==> config.mk <==
export PLATFORM = sky130hd
export DESIGN_NAME = sar_ctl
export DESIGN_NICKNAME = d
export VERILOG_FILES = /design/src/sar_ctl_pkg.sv /design/src/result_buf.sv /design/src/sar_ctl.sv
export VERILOG_INCLUDE_DIRS = /design/src
export SDC_FILE = /design/constraint.sdc
export NUM_CORES = 1
export LEC_CHECK = 0
export ABC_AREA = 1
export BUFFER_PORTS_ARGS = -buffer_cell sky130_fd_sc_hd__buf_4
export CAP_MARGIN = 20
export CORE_AREA = 5 5 93 130
export DETAILED_ROUTE_END_ITERATION = 10
export DIE_AREA = 0 0 98 135
export GPL_TIMING_DRIVEN = 0
export HOLD_SLACK_MARGIN = 0.12
export MAX_ROUTING_LAYER = met4
export PLACE_DENSITY = 0.76
export SLEW_MARGIN = 5
export SYNTH_ARGS = -nofsm -noshare
export SYNTH_HDL_FRONTEND = slang
export SYNTH_HIERARCHICAL = 1
export SYNTH_SLANG_ARGS = --single-unit
==> constraint.sdc <==
create_clock -name clock -period 2.5 [get_ports clock]
set_clock_uncertainty 0.15 [all_clocks]
set_input_delay 0.25 -clock clock [delete_from_list [all_inputs] [get_ports clock]]
set_output_delay 0.25 -clock clock [all_outputs]
set_load 0.1 [all_outputs]
==> src/sar_ctl_defines.svh <==
// Constants of the converter control block and the contract list.
//
// Contract
// - Falling read strobe with chip and byte select low starts conversion.
// - Upper byte select high blocks read strobes from starting conversions.
// - Data drivers enabled only while read strobe and chip select are low.
// - Read strobe and byte select are ignored while chip select is high.
// - Busy output is low while a conversion runs, high when done.
// - Byte select low: twelve result bits in order on the twelve pins.
// - Byte select high: top nibble on top and low pins, middle pins low.
// - Clock output presents the inverse of the clock input.
// - Qualified strobes during a conversion neither restart nor abort it.
// - Start clears the approximation register; end loads result into latch.
// - First decision after second falling clock edge, then one per edge while the result buffer has room.
`ifndef SAR_CTL_DEFINES_SVH
`define SAR_CTL_DEFINES_SVH
`define RES_BITS 12
`define NIB_BITS 4
`define MSB_IDX 4'hb
`define FALL_BEFORE_MSB 2'h2
`define RESULT_RST 12'h000
`define TRIAL_MSB 12'h800
`define BUF_DEPTH 2
`endif

==> src/sar_ctl_pkg.sv <==
// Types of the converter control block.
package sar_ctl_pkg;
  typedef enum logic [2:0] {
    ST_IDLE = 3'b001,
    ST_WAIT = 3'b010,
    ST_CONV = 3'b100
  } conv_state_e;
endpackage

==> src/result_buf.sv <==
// Two-entry result buffer with valid and ready on both sides.
`timescale 1ns/10ps
`include "sar_ctl_defines.svh"
module result_buf (
  input wire logic clock,
  input wire logic sys_rst,
  input wire logic in_valid,
  output logic in_ready,
  input wire logic [11:0] in_data,
  output logic out_valid,
  input wire logic out_ready,
  output logic [11:0] out_data
);
  typedef struct packed {
    logic [1:0][11:0] mem;
    logic rd;
    logic wr;
    logic [1:0] cnt;
  } buf_s;
  buf_s st_r;
  buf_s st_nxt;
  logic push;
  logic pop;
  assign in_ready = st_r.cnt != 2'h2;
  assign out_valid = st_r.cnt != 2'h0;
  assign out_data = st_r.mem[st_r.rd];
  assign push = in_valid && in_ready;
  assign pop = out_valid && out_ready;
  always_comb begin
    st_nxt = st_r;
    if (push) begin
      st_nxt.mem[st_r.wr] = in_data;
      st_nxt.wr = ~st_r.wr;
    end
    if (pop) begin
      st_nxt.rd = ~st_r.rd;
    end
    st_nxt.cnt = 2'(st_r.cnt + {1'b0, push} - {1'b0, pop});
  end
  always_ff @(posedge clock) begin
    if (sys_rst) begin
      st_r <= '0;
    end else begin
      st_r <= st_nxt;
    end
  end
  a_buf_count: assert property (@(posedge clock) disable iff (sys_rst)
    st_r.cnt <= 2'h2) else $error("Buffer count exceeds depth.");
endmodule

==> src/sar_ctl.sv <==
// Conversion control, bit sequencing and parallel read-out of the converter.
`timescale 1ns/10ps
`include "sar_ctl_defines.svh"
module sar_ctl (
  input wire logic clock,
  input wire logic sys_rst,
  input wire logic chip_sel_n,
  input wire logic read_n,
  input wire logic upper_byte_select,
  input wire logic conv_clk_in,
  output logic conv_clk_out,
  input wire logic comp_decision,
  output logic [11:0] dac_trial,
  output logic sample_hold,
  output logic busy_n,
  output logic [7:0] data_out_upper_pins,
  output logic [3:0] data_out_shared_pins,
  output logic data_oe,
  output logic result_valid,
  input wire logic result_ready,
  output logic [11:0] result_data
);
  // ------------------------------------------------------------
  // State
  // ------------------------------------------------------------
  typedef struct packed {
    logic [2:0] cs_s;
    logic [2:0] rd_s;
    logic [2:0] hb_s;
    logic [2:0] ck_s;
    logic cs_q;
    logic rd_q;
    logic hb_q;
    logic ck_q;
    sar_ctl_pkg::conv_state_e state;
    logic [1:0] falls;
    logic [3:0] bit_idx;
    logic [11:0] sar;
    logic [11:0] trial;
    logic [11:0] latch;
    logic busy_n;
    logic [11:0] dout;
    logic oe;
    logic push;
  } ctl_s;
  ctl_s st_r;
  ctl_s st_nxt;
  logic buf_ready;
  logic start;
  logic ck_fall;
  logic ck_edge;

  // Clock output is a plain inversion of the converter clock.
  assign conv_clk_out = ~conv_clk_in;

  // Read-out mapping for either byte mode.
  function automatic logic [11:0] map_out(input logic [11:0] r,
                                          input logic hb);
    if (hb) begin
      map_out = {r[11:8], 4'h0, r[11:8]};
    end else begin
      map_out = r;
    end
  endfunction

  always_comb begin
    st_nxt = st_r;
    st_nxt.cs_s = {st_r.cs_s[1:0], chip_sel_n};
    st_nxt.rd_s = {st_r.rd_s[1:0], read_n};
    st_nxt.hb_s = {st_r.hb_s[1:0], upper_byte_select};
    st_nxt.ck_s = {st_r.ck_s[1:0], conv_clk_in};
    // A change counts once the second and third stages agree.
    if (st_r.cs_s[1] == st_r.cs_s[2]) st_nxt.cs_q = st_r.cs_s[2];
    if (st_r.rd_s[1] == st_r.rd_s[2]) st_nxt.rd_q = st_r.rd_s[2];
    if (st_r.hb_s[1] == st_r.hb_s[2]) st_nxt.hb_q = st_r.hb_s[2];
    if (st_r.ck_s[1] == st_r.ck_s[2]) st_nxt.ck_q = st_r.ck_s[2];
    start = st_r.rd_q && !st_nxt.rd_q && !st_nxt.cs_q
            && !st_nxt.hb_q;
    ck_fall = st_r.ck_q && !st_nxt.ck_q;
    ck_edge = st_r.ck_q != st_nxt.ck_q;
    st_nxt.push = 1'b0;
    case (st_r.state)
      sar_ctl_pkg::ST_IDLE: begin
        if (start) begin
          st_nxt.state = sar_ctl_pkg::ST_WAIT;
          st_nxt.sar = `RESULT_RST;
          st_nxt.trial = `TRIAL_MSB;
          st_nxt.falls = 2'h0;
          st_nxt.busy_n = 1'b0;
        end
      end
      sar_ctl_pkg::ST_WAIT: begin
        if (ck_fall) begin
          st_nxt.falls = 2'(st_r.falls + 2'h1);
          if (2'(st_r.falls + 2'h1) == `FALL_BEFORE_MSB) begin
            st_nxt.sar[`MSB_IDX] = comp_decision;
            // The next trial keeps the decided bits and tests the next one.
            st_nxt.trial = st_nxt.sar;
            st_nxt.trial[4'(`MSB_IDX - 4'h1)] = 1'b1;
            st_nxt.bit_idx = 4'(`MSB_IDX - 4'h1);
            st_nxt.state = sar_ctl_pkg::ST_CONV;
          end
        end
      end
      sar_ctl_pkg::ST_CONV: begin
        // One decision per clock edge while the result buffer has room; strobes here are ignored.
        if (ck_edge && buf_ready) begin
          st_nxt.sar[st_r.bit_idx] = comp_decision;
          st_nxt.trial = st_nxt.sar;
          if (st_r.bit_idx == 4'h0) begin
            st_nxt.latch = st_nxt.sar;
            st_nxt.push = 1'b1;
            st_nxt.busy_n = 1'b1;
            st_nxt.state = sar_ctl_pkg::ST_IDLE;
          end else begin
            st_nxt.trial[4'(st_r.bit_idx - 4'h1)] = 1'b1;
            st_nxt.bit_idx = 4'(st_r.bit_idx - 4'h1);
          end
        end
      end
      default: st_nxt.state = sar_ctl_pkg::ST_IDLE;
    endcase
    st_nxt.oe = !st_nxt.cs_q && !st_nxt.rd_q;
    st_nxt.dout = map_out(st_nxt.latch, st_nxt.hb_q);
  end

  always_ff @(posedge clock) begin
    if (sys_rst) begin
      st_r <= '0;
      st_r.cs_s <= 3'h7;
      st_r.rd_s <= 3'h7;
      st_r.ck_s <= 3'h0;
      st_r.cs_q <= 1'b1;
      st_r.rd_q <= 1'b1;
      st_r.state <= sar_ctl_pkg::ST_IDLE;
      st_r.busy_n <= 1'b1;
    end else begin
      st_r <= st_nxt;
    end
  end

  assign dac_trial = st_r.trial;
  assign sample_hold = st_r.busy_n;
  assign busy_n = st_r.busy_n;
  assign data_oe = st_r.oe;
  assign data_out_upper_pins = st_r.dout[11:4];
  assign data_out_shared_pins = st_r.dout[3:0];

  result_buf u_buf (
    .clock(clock),
    .sys_rst(sys_rst),
    .in_valid(st_r.push),
    .in_ready(buf_ready),
    .in_data(st_r.latch),
    .out_valid(result_valid),
    .out_ready(result_ready),
    .out_data(result_data)
  );

  // ------------------------------------------------------------
  // Checks
  // ------------------------------------------------------------
  a_busy_state: assert property (@(posedge clock) disable iff (sys_rst)
    busy_n == (st_r.state == sar_ctl_pkg::ST_IDLE))
    else $error("Busy does not match conversion state.");
  a_oe_gate: assert property (@(posedge clock) disable iff (sys_rst)
    data_oe |-> (!st_r.cs_q && !st_r.rd_q))
    else $error("Output enabled without strobe and select.");
  a_no_start_hb: assert property (@(posedge clock) disable iff (sys_rst)
    (st_r.state == sar_ctl_pkg::ST_IDLE && st_nxt.hb_q) |=>
    st_r.state == sar_ctl_pkg::ST_IDLE)
    else $error("Conversion started with byte select high.");
  a_no_start_cs: assert property (@(posedge clock) disable iff (sys_rst)
    (st_r.state == sar_ctl_pkg::ST_IDLE && st_nxt.cs_q) |=>
    st_r.state == sar_ctl_pkg::ST_IDLE)
    else $error("Conversion started with chip select high.");
  a_start_go: assert property (@(posedge clock) disable iff (sys_rst)
    (st_r.state == sar_ctl_pkg::ST_IDLE && start) |=>
    (!busy_n && st_r.sar == `RESULT_RST))
    else $error("Qualified strobe did not start a conversion.");
  a_no_abort: assert property (@(posedge clock) disable iff (sys_rst)
    (st_r.state == sar_ctl_pkg::ST_CONV && !ck_edge) |=>
    st_r.state == sar_ctl_pkg::ST_CONV)
    else $error("Conversion left without a clock edge.");
  a_hb_map: assert property (@(posedge clock) disable iff (sys_rst)
    st_r.hb_q |-> (st_r.dout[7:4] == 4'h0
    && st_r.dout[3:0] == st_r.latch[11:8]))
    else $error("Upper byte mapping wrong.");
  a_full_map: assert property (@(posedge clock) disable iff (sys_rst)
    !st_r.hb_q |-> st_r.dout == st_r.latch)
    else $error("Full word mapping wrong.");
  a_clk_inv: assert property (@(posedge clock)
    conv_clk_out != conv_clk_in)
    else $error("Clock output not inverted.");
  a_end_latch: assert property (@(posedge clock) disable iff (sys_rst)
    $rose(busy_n) |-> st_r.latch == st_r.sar)
    else $error("Result not latched at conversion end.");
endmodule

# Word-level counts from Yosys, hierarchy flattened
# Cells that the tools add are included.
# word_totals
regBits	104
input_bits	8
out_inout_bits	41
wordCells	125
# classes
addsub	4
n_lt_le_gt_ge	7
n_eq_ne	16
muxes	38
bitwise_logic	6
reduce_logical	29
# op_table
op	count
$mux 12	7
$mux 41	1
$pmux 12 s3	1
$bwmux 24	1
$mux 24	1
$pmux 11 s2	1
$reduce_and 5->1	3
$ne 2x2->1 const B	7
$mux 13	1
$bwmux 12	1
$demux 12 s1	1
$or 12x12->12	1
$logic_and 1x1->1	11
$lt 4x5->1 const B	2
$mux 10	1
$mux 5	2
$mux 3	3
$pmux 3 s3	1
$demux 1 s4	2
$ge 4x1->1 const B	2
$mux 1	8
$mux 4	2
$pmux 4 s2	1
$reduce_bool 2->1	4
23 further kinds	35

# Longest topological paths before layout
# depth
ltp_word	10
depth_mapped	13
depth_no_buf	13

# Cells and area by module
# Netlist, hierarchy kept.
# modules_own_cells
mod	instances	cells_each	area_per_inst_um2	seq_area_each_um2
sar_ctl	1	518	3602.2	1441.4
result_buf	1	248	1627.8	560.5

# Worst setup path after synthesis
# No wires, ideal clock.
# synth_timing
path_kind	register to output
startpoint	register u_buf/st_r[3] (netlist name)
endpoint	output port result_data[0]
arrival_time_ns	2.649
required_ns	2.100
slack_ns	-0.549
stages_incl_launch_ff	3
n_path_buf	1
cell_sequence	dfxtp_1 > clkbuf_1 > o21ai_0
# synth_between
elab_chain_cells	2
# synth_rtl
item	line_no	text
from (decl)	result_buf.sv:20	buf_s st_r;
from (signal assigned)	result_buf.sv:44	st_r <= st_nxt;
$mux 12 (implied by the code) (2 in series)	result_buf.sv:26	assign out_data = st_r.mem[st_r.rd];
to (decl)	sar_ctl.sv:21	output logic [11:0] result_data
# Every way passes these cells. The select of a mux whose other input is x is not followed.

# Worst setup path in the final report
# layout_timing
startpoint	register st_r (netlist bit st_nxt[66])
endpoint	register st_r (netlist bit dac_trial[3])
# layout_between
elab_chain_cells	6
word_cells_on_any_way	9
cone_classes	eq/ne: 4; mux: 1; reduce/logical: 4
# layout_rtl
item	line_no	text
from (decl)	sar_ctl.sv:46	ctl_s st_r;
from (signal assigned)	sar_ctl.sv:138	st_r <= st_nxt;
$eq 1x1->1 (*)	sar_ctl.sv:76	if (st_r.ck_s[1] == st_r.ck_s[2]) st_nxt.ck_q = st_r.ck_s[2];
$mux 1 (*)	sar_ctl.sv:76	
$ne 1x1->1 / $logic_not 1->1 (equally long branches)	sar_ctl.sv:80, sar_ctl.sv:79	
$logic_and 1x1->1 (on tied branches)	sar_ctl.sv:107, sar_ctl.sv:79	
$ne 2x2->1 (no line)	n/a	
$reduce_and 5->1 (no line) (*)	n/a	
# Every way passes the cells marked *; elsewhere a longest branch is shown, timed or not.
# A chain may end at the register's enable or synchronous reset.

==> flow_summary.toml <==
[status]
status = "completed"

[layout]
diodes = 0
layout.cells.non_filler = 977
syn_to_final_growth_pct = 18.25
num-fill-cells = 1047
drive_gt1_frac = 0.2129
nets = 849

[die]
core_area_mm2 = 0.01075
io_pins = 49
die_area_mm2 = 0.01323
start_util = 0.4863
rows = 45
fp.dieW_um = 98
die_y_um = 135

[placed_design]
hpwl_um = 8725
dp.cells = 955
place.gp.congestion = 0.9244
portBuffers = 48

[cts]
htreeDepth = 3
clock_latency_ns = 0.35
clockRootBuffer = "clkbuf_16"
numClockSinks = 100
post_cts_buffers = 0
cts_tree = "done"
numCtsBuffers = 9
clockBufferDepth = 2
clk_pin_slew_ns = 0.07

[power_and_ir_drop]
power_density_mw_per_mm2 = 808.5
intPower_w = 0.003153
clock_power_share = 0.330
pwr-share-seq = 0.353
comb_power_share = 0.318
p_sw_frac = 0.3694
ir_drop_mv = 0.6154
p_sw_w = 0.001847
p_leak_nw = 2.829

[sta]
rsz0062_at_grt = "false"
slew_viol_final = 0
fin_crit_ns = 2.374
final-setup-viol-count = 0
fin_crit_sh = 0.9496
fmax_mhz = 421.2
setup_tns_ns = 0
finalHoldViolations = 0
slew_headroom = 0.6580
tightest_slew_ns = 0.5130

[synthesis]
async_reset_ff_frac = 0
avgSynthCellArea_um2 = 6.828
ys_seq_area_frac = 0.3828
syn_nets = 784
syn_area_mm2 = 0.005230
yosys_warnings = 6
ys.flop_type = "dfxtp_1"
syn_inst = 766
synth_enable_flop_cells = 0
ys_types = 37
synth_seq_cells = 100

[global_route]
grt_pass1_vias = 4265
grt_pass1_wl_um = 19460
grt.total_usage = 0.1839
grt_max_degree = 18
gr-total-overflow = 0
antenna_found_initial = 0

[critical_path]
critPathMaxFanout = 5
cp_top_family = "simple AND/OR/NAND/NOR gates"
cp_slowest_cell = "or2_2"
crit_path_cell_trace = "a21oi_1 > o21bai_1 > ha_1 > nor2_1 > nand3_1 > or2_2 > nand3_1 > nand2_1 > a21oi_1"
critPathBufInv = 0
path_class = "register to register"
cp_slowest_stage_delay_ns = 0.36
startpoint_type = "register"
endpoint_kind = "register"
cp.required_ns = 2.63
arrival_ns = 2.51

[drt]
top_layer = "met4"
wl_met2_um = 6006
first_pass_iters = 5
drc = 0
ant_nets = 0
drt-initial-drc-count = 250
route.met3.wl_um = 474
wl_per_cell_um = 11.81
drt_wl_total_um = 11530
met1_length_um = 4826
vias = 4543
via_per_inst = 4.650

[job]
maxCapViolCount = 0

[min_path]
hold_class = "primary input to register"
==> final timing paths <==
path	from	cells past startpoint	end	slack [ns]
max reg2reg	st_nxt[66]	9	dac_trial[3]	0.13
min reg2reg	st_nxt[68]	2	st_nxt[69]	0.26
min	comp_decision	4	st_r[15]	0.25
max	st_nxt[66]	9	dac_trial[3]	0.13
==> logic make-up after synthesis <==
group	count (synthesis)	synth area share
buffers and inverters	185	0.1682
and+or+nand+nor	401	0.3529
DFF	100	0.3828
AOI/OAI and AO/OA	70	0.07225
adders and majority gates	10	0.02392
==> Yosys cell counts (8+ instances only) <==
| cell | number | area (um2) |
|---|---|---|
| nand2_1 | 211 | 792.0 |
| inv_1 | 112 | 420.4 |
| buf_4 | 29 | 217.7 |
| o21ai_0 | 20 | 100.1 |
| nand4_1 | 32 | 200.2 |
| ha_1 | 10 | 125.1 |
| clkbuf_1 | 8 | 30.03 |
| inv_2 | 15 | 56.30 |
| dfxtp_1 | 100 | 2002 |
| buf_2 | 9 | 45.04 |
| or2_2 | 9 | 56.30 |
| nor2_1 | 73 | 274.0 |
| nor2_2 | 14 | 87.58 |
| nand3_1 | 32 | 160.2 |
| a21oi_1 | 35 | 175.2 |
| nand2_2 | 16 | 100.1 |
==> per-stage QoR <==
stage | util | power [W] | area (um2) | setup WS (ns) | hold WS [ns]
after global placement | 0.5362 | 0.003352 | 5767 | 0.1608 | 0.2406
after detailed placement | 0.5362 | 0.003375 | 5767 | 0.1552 | 0.2441
after floorplan | - | 0.003045 | 5230 | -0.5493 | 0.1691
after global routing | 0.5751 | 0.005283 | 6185 | 0.006775 | 0.2676
after CTS | 0.5749 | 0.005034 | 6182 | 0.1405 | 0.2336
final | 0.5751 | 0.005000 | 6185 | 0.1260 | 0.2490
==> final cells by class <==
class                   count  area, um2  share of cell area
repair buffers             54      420.4             0.06797
inverters                 130      489.2             0.07910
clock buffers              10      239.0             0.03864
flip-flops and latches    100       2002              0.3237
multi-input cells         481       2351              0.3801
plain buffers              55      390.4             0.06312
clock inverters             6      116.4             0.01881
well taps                 141      176.4             0.02853
==> tightest hold or removal path, stage by stage <==
cell	delay, ns
buf_4	0.12
buf_2	0.18
nand2_1	0.10
a21oi_2	0.05
==> timing repair <==
action                     4_1_cts  5_1_grt
hold buffers                     6        0
gates resized for setup          0        1
hold endpoints to repair         7        0
setup endpoints to repair        0        3
==> flip-flops by register name, summed over array words and instances, names as in the netlist <==
signal	count
dac_trial	12
u_buf/st_r	28
busy_n	1
data_oe	1
data_out_shared_pins	4
st_nxt	8
data_out_upper_pins	4
st_r	42
==> power groups by stage <==
stage	Clock, W	Combinational [W]	Sequential (W)
floorplan	0	0.00122	0.00183
global placement	0	0.00155	0.00180
detailed placement	0	0.00157	0.00180
CTS	0.00168	0.00159	0.00177
global route	0.00175	0.00176	0.00177
finish	0.00165	0.00159	0.00176
==> layout by cell type, fill, tap and decap left out, types with 2 or more instances in the layout <==
master,count
nand2_2,16
o21ai_0,20
dfxtp_1,100
clkbuf_1,8
inv_2,15
nand4_1,32
nand2_4,3
nor2_2,15
a21oi_1,35
buf_4,77
dlygate4sd3_1,6
nand3_1,32
nand2_1,211
clkbuf_16,9
inv_6,3
o22ai_1,7
ha_1,10
inv_1,112
bufinv_16,3
a21boi_0,2
buf_2,9
clkinv_1,2
nor2_1,72
buf_6,7
nor2_4,3
nand3_4,3
or2_2,9
==> metal layers <==
metal | global-route usage | up-vias
met2 | 0.3322 | 92
li1 | - | 2453
met5 | - | -
met3 | 0.03928 | 21
met4 | 0.05928 | 0
met1 | 0.1999 | 1977
Note: power is estimated with default switching activity, not from simulation.
